$ cat config.mk
export PLATFORM = sky130hd
export DESIGN_NAME = pbs_sram_port
export DESIGN_NICKNAME = d
export VERILOG_FILES = /design/src/rtl/pbs_pkg.sv /design/src/rtl/pbs_burst_counter.sv /design/src/rtl/pbs_sram_port.sv
export SDC_FILE = /design/constraint.sdc
export NUM_CORES = 1
export LEC_CHECK = 0
export ABC_AREA = 0
export BUFFER_PORTS_ARGS = -buffer_cell sky130_fd_sc_hd__buf_4
export CORE_UTILIZATION = 62
export DETAILED_ROUTE_END_ITERATION = 8
export GPL_TIMING_DRIVEN = 0
export PLACE_DENSITY = 0.8
export SLEW_MARGIN = 20
export SYNTH_ARGS = -nofsm -noshare
export SYNTH_HDL_FRONTEND = slang
export SYNTH_HIERARCHICAL = 1
export SYNTH_SLANG_ARGS = --single-unit
$ cat constraint.sdc
create_clock -name ref_clk -period 29.2 [get_ports ref_clk]
set_input_delay 7.3 -clock ref_clk [delete_from_list [all_inputs] [get_ports ref_clk]]
set_output_delay 7.3 -clock ref_clk [all_outputs]
set_load 0.01 [all_outputs]
$ cat src/rtl/pbs_pkg.sv
// package: constants and types for the pipelined burst sram port
package pbs_pkg;
  localparam int ADDR_W      = 17;   // 128k words in the 36-bit configuration
  localparam int DATA_W      = 36;   // four lanes of 8 data + 1 parity
  localparam int LANES       = 4;
  localparam int LANE_W      = 9;
  localparam int DEPTH       = 16;   // modelled storage words, indexed by low address bits
  localparam int IDX_W       = 4;
  localparam int BURST_W     = 2;
  localparam logic [1:0] BURST_RST = 2'h0;
  localparam logic [3:0] STROBE_RST = 4'hf;

  // operation class of a pipeline slot; gray along idle->read->write
  typedef enum logic [1:0] {
    PBS_OP_IDLE  = 2'h0,
    PBS_OP_READ  = 2'h1,
    PBS_OP_WRITE = 2'h3
  } pbs_op_t;
endpackage

$ cat src/rtl/pbs_burst_counter.sv
// file: 2-bit burst address counter, interleaved or linear
`timescale 1ns/10ps
module pbs_burst_counter (
  input  wire logic              ref_clk,
  input  wire logic              sys_rst,
  input  wire logic              hold,
  input  wire logic              load,
  input  wire logic              advance,
  input  wire logic              burst_order_select,
  input  wire logic [1:0]        start_bits,
  output logic      [1:0]        burst_bits
);
  import pbs_pkg::*;

  logic [1:0] start_q, start_d;
  logic [1:0] count_q, count_d;

  // next start value and count; the counter wraps freely through four steps
  always_comb begin
    start_d = start_q;
    count_d = count_q;
    if (!hold) begin
      if (load) begin
        start_d = start_bits;
        count_d = BURST_RST;
      end else if (advance) begin
        count_d = count_q + 2'h1;
      end
    end
  end

  always_ff @(posedge ref_clk or posedge sys_rst) begin
    if (sys_rst) begin
      start_q <= BURST_RST;
      count_q <= BURST_RST;
    end else begin
      start_q <= start_d;
      count_q <= count_d;
    end
  end

  // an advance addresses the next step, so the first word after a load is start op 1;
  // using count_q itself would repeat the loaded word once
  logic [1:0] step;
  assign step = count_q + 2'h1;

  // xor gives the interleaved walk, add gives the linear one
  assign burst_bits = burst_order_select ? (start_q ^ step)
                                         : (start_q + step);
endmodule

$ cat src/rtl/pbs_sram_port.sv
// file: command decode, data pipeline and storage of the burst sram port
// Summary of operation
// - load address, read/write data two cycles later
// - advance high during a burst: bump counter, use internal address; with no burst running it is a noop
// - bursts keep direction captured at load
// - selected only when all three selects true
// - deselect tristates bus two cycles later
// - hold high freezes every register and data_out; output enable still gates data_oe
// - outputs float after first clock edge
// - active-low lane strobes, byte plus parity
// - any strobe mix; only chosen lanes written
// - narrow configuration has only lanes 1,2
// - order pin high: interleaved xor sequence
// - order pin low: linear add sequence
// - counter wraps after fourth address
`timescale 1ns/10ps
module pbs_sram_port (
  input  wire logic                        ref_clk,
  input  wire logic                        sys_rst,
  input  wire logic                        cycle_hold_n,
  input  wire logic                        select_low_a_n,
  input  wire logic                        select_low_b_n,
  input  wire logic                        select_high,
  input  wire logic                        advance_or_load,
  input  wire logic                        read_not_write,
  input  wire logic                        output_enable_n,
  input  wire logic                        burst_order_select,
  input  wire logic                        narrow_mode,
  input  wire logic [pbs_pkg::ADDR_W-1:0]  addr,
  input  wire logic [pbs_pkg::LANES-1:0]   byte_lane_strobe_n,
  input  wire logic [pbs_pkg::DATA_W-1:0]  data_in,
  output logic      [pbs_pkg::DATA_W-1:0]  data_out,
  output logic      [pbs_pkg::DATA_W-1:0]  data_oe
);
  import pbs_pkg::*;

  // the cycle_hold_n pin is active high hold despite its name suffix kept from the map
  logic hold;
  logic selected;
  logic load_cmd;
  logic burst_cmd;
  logic [1:0] burst_bits;

  assign hold      = cycle_hold_n;
  assign selected  = !select_low_a_n && !select_low_b_n && select_high;
  assign load_cmd  = !advance_or_load && selected;

  // pipeline stage 1 (address/control taken) and stage 2 (data cycle)
  // timing of one transfer, counting the edge that takes the command as edge 0:
  //   edge 0: command decoded into stage 1 (op1_q, a1_q)
  //   edge 1: stage 1 moves to stage 2 (op2_q, a2_q)
  //   edge 2: a read word is registered onto the pins, a write word is
  //           taken from data_in together with its lane strobes
  // so reads and writes share one data cycle position and the bus turns
  // around without idle slots; a write slot never launches read data.
  // a write followed at once by a read of the same word reads the new
  // contents, since the write lands at the edge before the read samples.
  // hold blocks the whole edge, so every stage keeps its contents.
  pbs_op_t                 op1_q, op1_d, op2_q, op2_d;
  logic [ADDR_W-1:0]       base_q, base_d;
  logic [ADDR_W-1:0]       a1_q, a1_d, a2_q, a2_d;
  logic [LANES-1:0]        s1_q, s1_d;
  pbs_op_t                 dir_q, dir_d;  // direction of the running burst
  logic [DATA_W-1:0]       rd_q, rd_d;
  logic                    rd_en_q, rd_en_d;
  logic [DATA_W-1:0]       mem_q [DEPTH];
  logic [DATA_W-1:0]       mem_d [DEPTH];

  // a burst continues only from a read/write slot; else it is a noop
  assign burst_cmd = advance_or_load && (dir_q != PBS_OP_IDLE);

  pbs_burst_counter u_burst (
    .ref_clk            (ref_clk),
    .sys_rst            (sys_rst),
    .hold               (hold),
    .load               (load_cmd),
    .advance            (burst_cmd),
    .burst_order_select (burst_order_select),
    .start_bits         (addr[1:0]),
    .burst_bits         (burst_bits)
  );

  // lane enable from active-low strobes, upper lanes absent when narrow
  function automatic logic [LANES-1:0] lane_en(input logic [LANES-1:0] s_n,
                                               input logic narrow);
    logic [LANES-1:0] e;
    e = ~s_n;
    if (narrow) begin
      e[3:2] = 2'h0;
    end
    return e;
  endfunction

  // merge write data lane by lane
  function automatic logic [DATA_W-1:0] merge(input logic [DATA_W-1:0] old_w,
                                              input logic [DATA_W-1:0] new_w,
                                              input logic [LANES-1:0] en);
    logic [DATA_W-1:0] r;
    r = old_w;
    for (int i = 0; i < LANES; i++) begin
      if (en[i]) begin
        r[i*LANE_W +: LANE_W] = new_w[i*LANE_W +: LANE_W];
      end
    end
    return r;
  endfunction

  // index of the modelled storage word
  function automatic logic [IDX_W-1:0] idx(input logic [ADDR_W-1:0] a);
    return a[IDX_W-1:0];
  endfunction

  // command decode and pipeline advance; hold freezes everything
  always_comb begin
    op1_d   = op1_q;
    op2_d   = op2_q;
    base_d  = base_q;
    a1_d    = a1_q;
    a2_d    = a2_q;
    s1_d    = s1_q;
    dir_d   = dir_q;
    rd_d    = rd_q;
    rd_en_d = rd_en_q;
    for (int i = 0; i < DEPTH; i++) begin
      mem_d[i] = mem_q[i];
    end
    if (!hold) begin
      op2_d = op1_q;
      a2_d  = a1_q;
      if (load_cmd) begin
        dir_d  = read_not_write ? PBS_OP_READ : PBS_OP_WRITE;
        base_d = addr;
        op1_d  = dir_d;
        a1_d   = addr;
        s1_d   = byte_lane_strobe_n;
      end else if (burst_cmd) begin
        op1_d  = dir_q;
        a1_d   = {base_q[ADDR_W-1:2], burst_bits};
        s1_d   = byte_lane_strobe_n;
      end else begin
        // deselect or noop: pending slots drain, new slot idle
        dir_d = (advance_or_load) ? dir_q : PBS_OP_IDLE;
        op1_d = PBS_OP_IDLE;
        s1_d  = STROBE_RST;
      end
      // write data and strobes arrive in the data cycle, two edges after the load
      if (op2_q == PBS_OP_WRITE) begin
        mem_d[idx(a2_q)] = merge(mem_q[idx(a2_q)], data_in,
                                 lane_en(byte_lane_strobe_n, narrow_mode));
      end
      // read data registered for the data cycle, two edges after the load
      rd_en_d = (op2_q == PBS_OP_READ);
      if (op2_q == PBS_OP_READ) begin
        rd_d = mem_q[idx(a2_q)];
      end
    end
  end

  always_ff @(posedge ref_clk or posedge sys_rst) begin
    if (sys_rst) begin
      op1_q   <= PBS_OP_IDLE;
      op2_q   <= PBS_OP_IDLE;
      base_q  <= '0;
      a1_q    <= '0;
      a2_q    <= '0;
      s1_q    <= STROBE_RST;
      dir_q   <= PBS_OP_IDLE;
      rd_q    <= '0;
      rd_en_q <= 1'b0;
      for (int i = 0; i < DEPTH; i++) begin
        mem_q[i] <= '0;
      end
    end else begin
      op1_q   <= op1_d;
      op2_q   <= op2_d;
      base_q  <= base_d;
      a1_q    <= a1_d;
      a2_q    <= a2_d;
      s1_q    <= s1_d;
      dir_q   <= dir_d;
      rd_q    <= rd_d;
      rd_en_q <= rd_en_d;
      for (int i = 0; i < DEPTH; i++) begin
        mem_q[i] <= mem_d[i];
      end
    end
  end

  // output enable gating stays combinational: it is the pin's asynchronous control
  assign data_out = rd_q;
  assign data_oe  = (rd_en_q && !output_enable_n) ? '1 : '0;

  // checks: each one looks only at what this block drives or stores;
  // multi-cycle antecedents demand an unheld edge, or a held one in the hold checks, so a suspend never fakes a failure
  read_lat_a: assert property (@(posedge ref_clk) disable iff (sys_rst)
    (!hold && load_cmd && read_not_write) ##1 !hold ##1 !hold |=> rd_en_q)
    else $error("read data not enabled two cycles after load");
  hold_frz_a: assert property (@(posedge ref_clk) disable iff (sys_rst)
    hold |=> $stable(rd_q) && $stable(rd_en_q) && $stable(op1_q))
    else $error("hold did not freeze the pipeline");
  desel_z_a: assert property (@(posedge ref_clk) disable iff (sys_rst)
    (!hold && !advance_or_load && !selected) ##1 (!hold && !load_cmd && !burst_cmd)
      ##1 !hold |=> !rd_en_q)
    else $error("bus driven after deselect");
  noop_z_a: assert property (@(posedge ref_clk) disable iff (sys_rst)
    (!hold && advance_or_load && dir_q == PBS_OP_IDLE) |=> op1_q == PBS_OP_IDLE)
    else $error("advance after idle was not a noop");
  dir_keep_a: assert property (@(posedge ref_clk) disable iff (sys_rst)
    (!hold && burst_cmd) |=> op1_q == $past(dir_q))
    else $error("burst changed direction");
  sel_dec_a: assert property (@(posedge ref_clk) disable iff (sys_rst)
    (select_low_a_n || select_low_b_n || !select_high) |-> !load_cmd)
    else $error("load taken while deselected");
  oe_off_a: assert property (@(posedge ref_clk) disable iff (sys_rst)
    output_enable_n |-> data_oe == '0)
    else $error("bus driven with output enable high");
  burst_int_a: assert property (@(posedge ref_clk) disable iff (sys_rst)
    (!hold && burst_cmd) |=> a1_q[ADDR_W-1:2] == $past(base_q[ADDR_W-1:2]))
    else $error("burst left its base address");
  load_adr_a: assert property (@(posedge ref_clk) disable iff (sys_rst)
    (!hold && load_cmd) |=> a1_q == $past(addr)
      && op1_q == ($past(read_not_write) ? PBS_OP_READ : PBS_OP_WRITE))
    else $error("load did not take address and direction");
  slot_move_a: assert property (@(posedge ref_clk) disable iff (sys_rst)
    !hold |=> op2_q == $past(op1_q) && a2_q == $past(a1_q))
    else $error("stage 1 did not move to stage 2");
  rd_word_a: assert property (@(posedge ref_clk) disable iff (sys_rst)
    (!hold && op2_q == PBS_OP_READ) |=> rd_en_q && rd_q == $past(mem_q[idx(a2_q)]))
    else $error("read word not launched in its data cycle");
  rd_idle_a: assert property (@(posedge ref_clk) disable iff (sys_rst)
    (!hold && op2_q != PBS_OP_READ) |=> !rd_en_q)
    else $error("bus enabled without a read slot");
  desel_drop_a: assert property (@(posedge ref_clk) disable iff (sys_rst)
    (!hold && !advance_or_load && !selected) |=> op1_q == PBS_OP_IDLE && dir_q == PBS_OP_IDLE)
    else $error("deselect opened a slot");
  sel_ok_a: assert property (@(posedge ref_clk) disable iff (sys_rst)
    (!select_low_a_n && !select_low_b_n && select_high && !advance_or_load) |-> load_cmd)
    else $error("load refused while selected");
  dir_wr_a: assert property (@(posedge ref_clk) disable iff (sys_rst)
    (!hold && burst_cmd && dir_q == PBS_OP_WRITE) |=> op1_q == PBS_OP_WRITE)
    else $error("write burst turned into a read");
  noop_stay_a: assert property (@(posedge ref_clk) disable iff (sys_rst)
    (!hold && advance_or_load && dir_q == PBS_OP_IDLE) |=> dir_q == PBS_OP_IDLE)
    else $error("noop started a burst");
  wr_full_a: assert property (@(posedge ref_clk) disable iff (sys_rst)
    (!hold && op2_q == PBS_OP_WRITE && byte_lane_strobe_n == 4'h0 && !narrow_mode)
      |=> mem_q[$past(idx(a2_q))] == $past(data_in))
    else $error("full write did not store the word");
  wr_none_a: assert property (@(posedge ref_clk) disable iff (sys_rst)
    (!hold && op2_q == PBS_OP_WRITE && byte_lane_strobe_n == 4'hf)
      |=> mem_q[$past(idx(a2_q))] == $past(mem_q[idx(a2_q)]))
    else $error("write with no strobes changed storage");
  lane_one_a: assert property (@(posedge ref_clk) disable iff (sys_rst)
    (!hold && op2_q == PBS_OP_WRITE && byte_lane_strobe_n == 4'he)
      |=> mem_q[$past(idx(a2_q))][LANE_W-1:0] == $past(data_in[LANE_W-1:0])
        && mem_q[$past(idx(a2_q))][DATA_W-1:LANE_W] == $past(mem_q[idx(a2_q)][DATA_W-1:LANE_W]))
    else $error("lane 1 write touched the wrong bits");
  lane_top_a: assert property (@(posedge ref_clk) disable iff (sys_rst)
    (!hold && op2_q == PBS_OP_WRITE && byte_lane_strobe_n == 4'h7 && !narrow_mode)
      |=> mem_q[$past(idx(a2_q))][DATA_W-1:3*LANE_W] == $past(data_in[DATA_W-1:3*LANE_W])
        && mem_q[$past(idx(a2_q))][3*LANE_W-1:0] == $past(mem_q[idx(a2_q)][3*LANE_W-1:0]))
    else $error("lane 4 write touched the wrong bits");
  narrow_keep_a: assert property (@(posedge ref_clk) disable iff (sys_rst)
    (!hold && op2_q == PBS_OP_WRITE && narrow_mode)
      |=> mem_q[$past(idx(a2_q))][DATA_W-1:2*LANE_W] == $past(mem_q[idx(a2_q)][DATA_W-1:2*LANE_W]))
    else $error("narrow write reached an absent lane");
  hold_state_a: assert property (@(posedge ref_clk) disable iff (sys_rst)
    hold |=> $stable(a1_q) && $stable(op2_q) && $stable(dir_q) && $stable(base_q))
    else $error("hold let the address pipeline move");
  hold_mem_a: assert property (@(posedge ref_clk) disable iff (sys_rst)
    hold |=> mem_q[$past(idx(a2_q))] == $past(mem_q[idx(a2_q)]))
    else $error("hold let a write land");
  wrap_a: assert property (@(posedge ref_clk) disable iff (sys_rst)
    (!hold && load_cmd) ##1 (!hold && burst_cmd) [*4] |=> a1_q == $past(a1_q, 4))
    else $error("burst did not wrap to its first address");
  ilv_step_a: assert property (@(posedge ref_clk) disable iff (sys_rst)
    (!hold && load_cmd) ##1 (!hold && burst_cmd && burst_order_select)
      |=> a1_q[1:0] == ($past(a1_q[1:0]) ^ 2'h1))
    else $error("interleaved step wrong");
  lin_step_a: assert property (@(posedge ref_clk) disable iff (sys_rst)
    (!hold && load_cmd) ##1 (!hold && burst_cmd && !burst_order_select)
      |=> a1_q[1:0] == 2'($past(a1_q[1:0]) + 2'h1))
    else $error("linear step wrong");
  oe_on_a: assert property (@(posedge ref_clk) disable iff (sys_rst)
    (rd_en_q && !output_enable_n) |-> data_oe == '1)
    else $error("read data not driven with output enable low");
  rd_cov_c: cover property (@(posedge ref_clk) disable iff (sys_rst)
    load_cmd && read_not_write ##1 burst_cmd ##1 burst_cmd);
  wr_cov_c: cover property (@(posedge ref_clk) disable iff (sys_rst)
    load_cmd && !read_not_write ##1 load_cmd && read_not_write);
  hold_cov_c: cover property (@(posedge ref_clk) disable iff (sys_rst)
    rd_en_q && hold);
  narrow_cov_c: cover property (@(posedge ref_clk) disable iff (sys_rst)
    !hold && op2_q == PBS_OP_WRITE && narrow_mode);
  desel_cov_c: cover property (@(posedge ref_clk) disable iff (sys_rst)
    load_cmd ##1 (!advance_or_load && !selected));
endmodule

==> results of run 1 <==
## where the power goes
group	switching (mW)	internal, mW	total, mW
logic	0.687	0.338	1.02
clock network	0.354	0.537	0.891
registers	0.0398	0.938	0.978
total	1.08	1.81	2.89
## sequential cells by signal, indices dropped and copies added (netlist names)
register	flops
dir_q	2
mem_q	576
a1_q	4
rd_en_q	1
u_burst/count_q	2
base_q	2
op2_q	2
op1_q	2
u_burst/start_q	2
data_out	36
a2_q	4
## layer usage
metal / global-route usage, % / part of all wire (%)
met2: 61.36 / 45
met5: 0 / 0.051
met3: 10.77 / 13
met4: 24.77 / 6.1
met1: 52.21 / 36
## worst paths after layout
check,to,slack [ns],depth (start not counted),start
worst max-delay path,data_oe[2],13.66,5,output_enable_n
worst min-delay path,rd_en_q,0.47,1,rd_en_q
worst max register to register,mem_q[104],25.63,7,a2_q[2]
worst min register to register,rd_en_q,0.47,1,rd_en_q
max in group asynchronous,data_out[23],20.18,7,sys_rst
min in group asynchronous,u_burst/start_q[0],6.62,2,sys_rst
## worst register-to-register path: stages (launching register included)
cell and delay, ns:
dfrtp_1 0.34, buf_2 0.42, nand4b_1 0.24, buf_2 0.30, nor3_2 1.03, clkbuf_1 0.81
nor2_1 0.13, a31oi_1 0.20
## stage by stage
stage / hold WS, ns / instances / utilization, % / worst slack, ns / total power, mW
2_1_floorplan: 0.4460 / 2819 / - / 4.283 / 1.643
3_3_place_gp: 0.4597 / 3552 / 66.35 / -0.8807 / 1.941
3_5_place_dp: 0.4610 / 3560 / 66.81 / 13.65 / 1.969
4_1_cts: 0.4731 / 3678 / 71.77 / 13.65 / 2.848
5_1_grt: 0.4854 / 3678 / 71.83 / 13.58 / 2.968
6_report: 0.4672 / 3679 / 71.83 / 13.66 / 2.893
## placed cells by master (no fill, tap or decap), types with 9 or more instances in the layout
cell type  count
buf_1          9
a31oi_1      328
a22oi_1      141
nand2_1       17
buf_4        185
nand3_2       30
buf_2         68
a32oi_2       30
mux2_2        10
nand3b_1      33
clkbuf_8      19
dfrtp_1      633
mux2i_1      288
nand3_1       42
a21oi_1      292
clkbuf_16     73
buf_6         13
o21ai_0        9
nor2_1       622
clkinv_2       9
clkbuf_1     143
## cell type report
cell class | count | area (sq um)
Fill cell | 3339 | 13090
Clock buffer | 104 | 2133
Buffer | 279 | 1444
Timing Repair Buffer | 134 | 1150
Tap cell | 607 | 759.5
Antenna cell | 1 | 2.502
Multi-Input combinational cell | 1899 | 11830
Inverter | 8 | 37.54
Clock inverter | 14 | 173.9
Sequential cell | 633 | 15840
## kinds of logic after synthesis
logic type,Yosys count
buffers and inverters,287
adder cells (fa/ha/maj),1
AO/OA/AOI/OAI,809
XOR/XNOR,3
multiplexers,298
AND/OR/NAND/NOR,788
flip-flops,633
==> qor.txt, run 1 <==
Outcome: completed
Pin count of the biggest net entering global routing: 113
Fmax: 0.06435 GHz
Share of layout cells above drive strength 1: 15.60%
Most frequent cell after synthesis: dfrtp_1
Post-CTS Setup Repair Bufs: 0
WL/cell: 26.14 microns
Post-Synth Adder-Cell Area: 0.04297%
Placed cell areas: 31,040 sq um
Post-synthesis sequential area ratio: 54.40%
CP max stage delay: 0.31 ns
I/O pin cnt: 140
Crit-path most repeated cell: buf_4
Synth Area in Compound Gates: 17.87%
Most instantiated cells after synthesis: 633 x dfrtp_1, 622 x nor2_1, 328 x a31oi_1
GRT Resource Usage Total: 40.51%
Slew Viols, Final: 0
Layout Skew: 0.02120 ns
Syn_area_per_cell: 10.33 sq um
Post-CTS resize count: 0
Hold Crit Class: flip-flop to flip-flop
RD Place Congestion: 0.9202
Nets@finish: 3,091
Period utilisation layout: 53.22%
Post-Route WL: 96,170 microns
YS warnings: 6
Synth area leader: dfrtp_1
Post-layout min period: 15.54 ns
Hold Fails Final Rpt: 0
Top_reg_cell synth: dfrtp_1
Post-synth EDFFs: 0
Vias in the first global route: 25,050
CP max stage cell: nor2b_2
CTS tree: done
H-tree levels: 3
Top cells by area, synth: dfrtp_1 54%, mux2i_1 9.9%, nor2_1 8.0%
Power per cell area: 86.68 nW/um^2
Setup TNS Final: 0 ns
Core area: 46,460 sq um
Distinct cells, synth: 41
XOR/XNOR Fraction of Synth Area: 0.09024%
Hold Buf Count CTS: 0
Max-cap violation count: 0
Ys async rst share: 100.0%
Antenna viol nets, final: 0
Seq cells post-synth: 633
DRC: 0
Die width: 218.7 microns
Die area: 47,830 sq um
Buf+Inv Stages, Crit Path: 4
Crit-path max FO: 27
Clk slew on worst S/H paths: 0.05 ns
CTS Sinks: 633
Required time of the critical path: 21.90 ns
Root Driver: clkbuf_16
Number of port buffers: 126
Post-Syn Nets: 2,888
Peak VDD IR: 0.00005638 V
Final HPWL DP: 63,770 microns
First-pass DRT Iterations: 6
Rel. slew slack: 15.51%
Initial antenna violation count: 1
Startpoint types: primary input
DR vias: 25,220
Main combinational cell family by area after synthesis: compound AO/OA/AOI/OAI gates
Worst slew pin tran: 1.260 ns
Worst-skew pair later-pin latency: 0.61 ns
Post-synth top area share: 54.40%
CTS max path bufs: 3
Leakage power: 16.14 nW
Initial DRC Count: 3,521
Initial Util: 62.67%
Final-report setup violation count: 0
Design area: 33,370 sq um
Largest delay share family, worst path: buffers and inverters
Crit path kind: primary input to output port
Mux cell area share after synthesis: 10.29%
Row Count: 79
Synth Instances: 2,819
Synth Cell Area: 29,120 sq um
RSZ-0062 raised after global routing: no
First-pass GRT wire length: 144,200 microns
Overall die height: 218.7 microns
Critical path arrival: 8.24 ns
Critical path, cell by cell: buf_4, nor2b_2, buf_6, buf_4, buf_4
Area Overhead vs Synth: 14.61%
GRT overflow: 0
Post-Synth Simple-Gate Area: 12.24%
Via density: 6.856
Cts bufs inserted: 67
Worst setup EP type: output port
(Power assumes the default switching activity.)
==> run 2, diff against run 1 <==
Settings changed: ABC_AREA 0 to 1.
Clock period 29.2 ns to 15.07 ns, I/O delays scaled along.
==> run 2 against run 1 <==
Setup slack worse by 7.4 ns. Clock power is 81% higher. Sequential power is 120% higher. Global-route usage is 1.4 points higher. Final area is 11% higher. Power is 88% higher. Area after synthesis is 12% higher. Critical endpoint is now data_oe[8]. Highest routed layer unchanged.
==> qor.txt, run 2 <==
Post-Route WL: 109,700 microns
Reg with most FFs: mem_q
Hold Crit Class: flip-flop to flip-flop
Setup TNS Final: 0 ns
Antenna viol nets, final: 0
Max-cap violation count: 0
WHS Endpoint: op2_q[0]
Post-synth top area share: 48.66%
Synth Cell Area: 32,550 sq um
Most instantiated cells after synthesis: 2,745 x nand2_1, 633 x dfrtp_1, 579 x nand3_1
Final Util: 71.50%
Rel. slew slack: 30.53%
Post-layout min period: 8.825 ns
I/O pin cnt: 140
Post-CTS Setup Repair Bufs: 0
Row Count: 83
Seq cells post-synth: 633
WL/cell: 19.88 microns
Multi-input gate area: 14,530 sq um
Crit path kind: primary input to output port
Commonest cells after routing, fill and taps aside: 2,745 x nand2_1, 633 x dfrtp_1, 579 x nand3_1
Ys async rst share: 100.0%
Worst setup EP type: output port
H-tree levels: 3
RSZ-0062 raised after global routing: no
CTS Sinks: 633
Core area: 51,610 sq um
Top_reg_cell synth: dfrtp_1
Die width: 231.1 microns
Worst slew pin tran: 1.042 ns
Final HPWL DP: 74,660 microns
Fmax: 0.1133 GHz
Synth Instances: 4,573
Initial Util: 63.07%
Syn_area_per_cell: 7.118 sq um
Worst r2r dst: mem_q[161]
DRC: 0
DR vias: 31,980
Leakage power: 21.61 nW
Hold depth: 2
Final-report setup violation count: 0
Initial DRC Count: 4,127
Largest register FFs: 576
Slew Viols, Final: 0
Synth area leader: dfrtp_1
Placed cells: 5,402
Crit-path max FO: 22
CTS max path bufs: 3
Fillers: 4,390
Vias in the first global route: 30,340
First-pass GRT wire length: 170,400 microns
YS warnings: 6
Share of layout cells above drive strength 1: 12.89%
Cts bufs inserted: 68
Pin count of the biggest net entering global routing: 35
FF-to-FF path depth: 8
Most frequent cell after synthesis: nand2_1
Startpoint types: primary input
Die area: 53,420 sq um
Initial antenna violation count: 2
Post-Syn Nets: 4,642
RD Place Congestion: 0.9375
Top cells by area, synth: dfrtp_1 49%, nand2_1 32%, nand3_1 8.9%
Layout Skew: 0.01760 ns
Distinct cells, synth: 29
Post-synthesis sequential area ratio: 48.66%
RR Startpoint: a2_q[3]
Clk slew on worst S/H paths: 0.06 ns
Post-CTS resize count: 0
Hold Fails Final Rpt: 0
Area Overhead vs Synth: 13.37%
Period utilisation layout: 58.56%
Root Driver: clkbuf_16
FF-to-FF setup slack: 11.89 ns
Power per cell area: 147.7 nW/um^2
Number of port buffers: 126
Via density: 5.793
Hold Buf Count CTS: 0
Worst-skew pair later-pin latency: 0.62 ns
GRT overflow: 0
Peak VDD IR: 0.0001071 V
Post-synth EDFFs: 0
Overall die height: 231.1 microns
FF+latch area: 15,840 sq um
Outcome: completed
First-pass DRT Iterations: 7
CTS tree: done
Hold path start: op1_q[0]
Most common cell after layout, fill and taps aside: nand2_1
GRT Resource Usage Total: 41.93%
Nets@finish: 4,861
Required time of the critical path: 11.30 ns
Critical path arrival: 5.06 ns
Non-filler cells, final: 5,521
-- run 2: cell types whose count changed in the layout (fill, tap and decap cells not counted), moves of 44 or more --
cell,previous run,this run
a21oi_1,292,2
a22oi_1,141,0
a31oi_1,328,2
buf_2,68,124
mux2i_1,288,0
nand2_1,17,2745
nand3_1,42,579
nor2_1,622,21
o21ai_0,9,53
-- run 2: stage by stage --
stage                     power (mW)  area, sq um  hold slack (ns)  setup WS, ns
final                          5.449        36900           0.4737         6.245
after global routing           5.668        36900           0.4889         6.131
after CTS                      5.398        36900           0.4760         6.263
after detailed placement       3.795        34810           0.4613         6.266
after global placement         3.754        34350           0.4593       -0.9181
after floorplan                3.180        32550           0.4366         2.714
-- run 2: kinds of logic (layout without fill, tap and decap cells) --
group	count (synthesis)	count (layout)	share of synthesized area, %
buffers and inverters	409	676	6.712
AND/OR/NAND/NOR	3471	3471	43.65
flip-flops	633	633	48.66
other	0	1	0
adder cells (fa/ha/maj)	1	1	0.03843
AO/OA/AOI/OAI	59	59	0.9379
-- run 2: worst max-delay path, stage by stage --
cell,delay [ns]
buf_4,0.11
nor2_2,0.68
buf_6,0.26
buf_4,0.13
buf_4,0.11
-- run 2: cell type report --
cell class | instances | share of cell area (%)
well taps | 680 | 2.306
diodes | 1 | 0.006781
inverters | 50 | 0.5459
multi-input cells | 3531 | 39.37
clock buffers | 104 | 5.361
plain buffers | 359 | 5.384
clock inverters | 14 | 0.2882
repair buffers | 149 | 3.814
flip-flops and latches | 633 | 42.93
-- run 2: worst max path at each step --
| stage | startpoint | endpoint | slack, ns | cells after the start |
|---|---|---|---|---|
| after global placement | sys_rst | mem_q[201] | -0.92 | 2 |
| final | output_enable_n | data_oe[8] | 6.24 | 5 |
| after global routing | output_enable_n | data_oe[6] | 6.13 | 5 |
| after CTS | output_enable_n | data_oe[8] | 6.26 | 5 |
| after detailed placement | output_enable_n | data_oe[8] | 6.27 | 5 |
| after floorplan | sys_rst | a1_q[0] | 2.71 | 1 |
-- run 2: power breakdown --
part	internal, mW	switching (mW)	total, mW
Sequential	1.98	0.155	2.14
Clock	0.921	0.694	1.61
Combinational	0.499	1.20	1.70
Total	3.40	2.05	5.45
-- run 2: metal layers --
| layer | vias to the layer above | track usage (%) | part of all wire, % |
|---|---|---|---|
| met2 | 1978 | 62.41 | 44 |
| met4 | 2 | 23.32 | 5.9 |
| met5 | - | 0 | 0.033 |
| met3 | 414 | 12.62 | 13 |
| met1 | 15040 | 54.85 | 38 |
| li1 | 14550 | - | - |
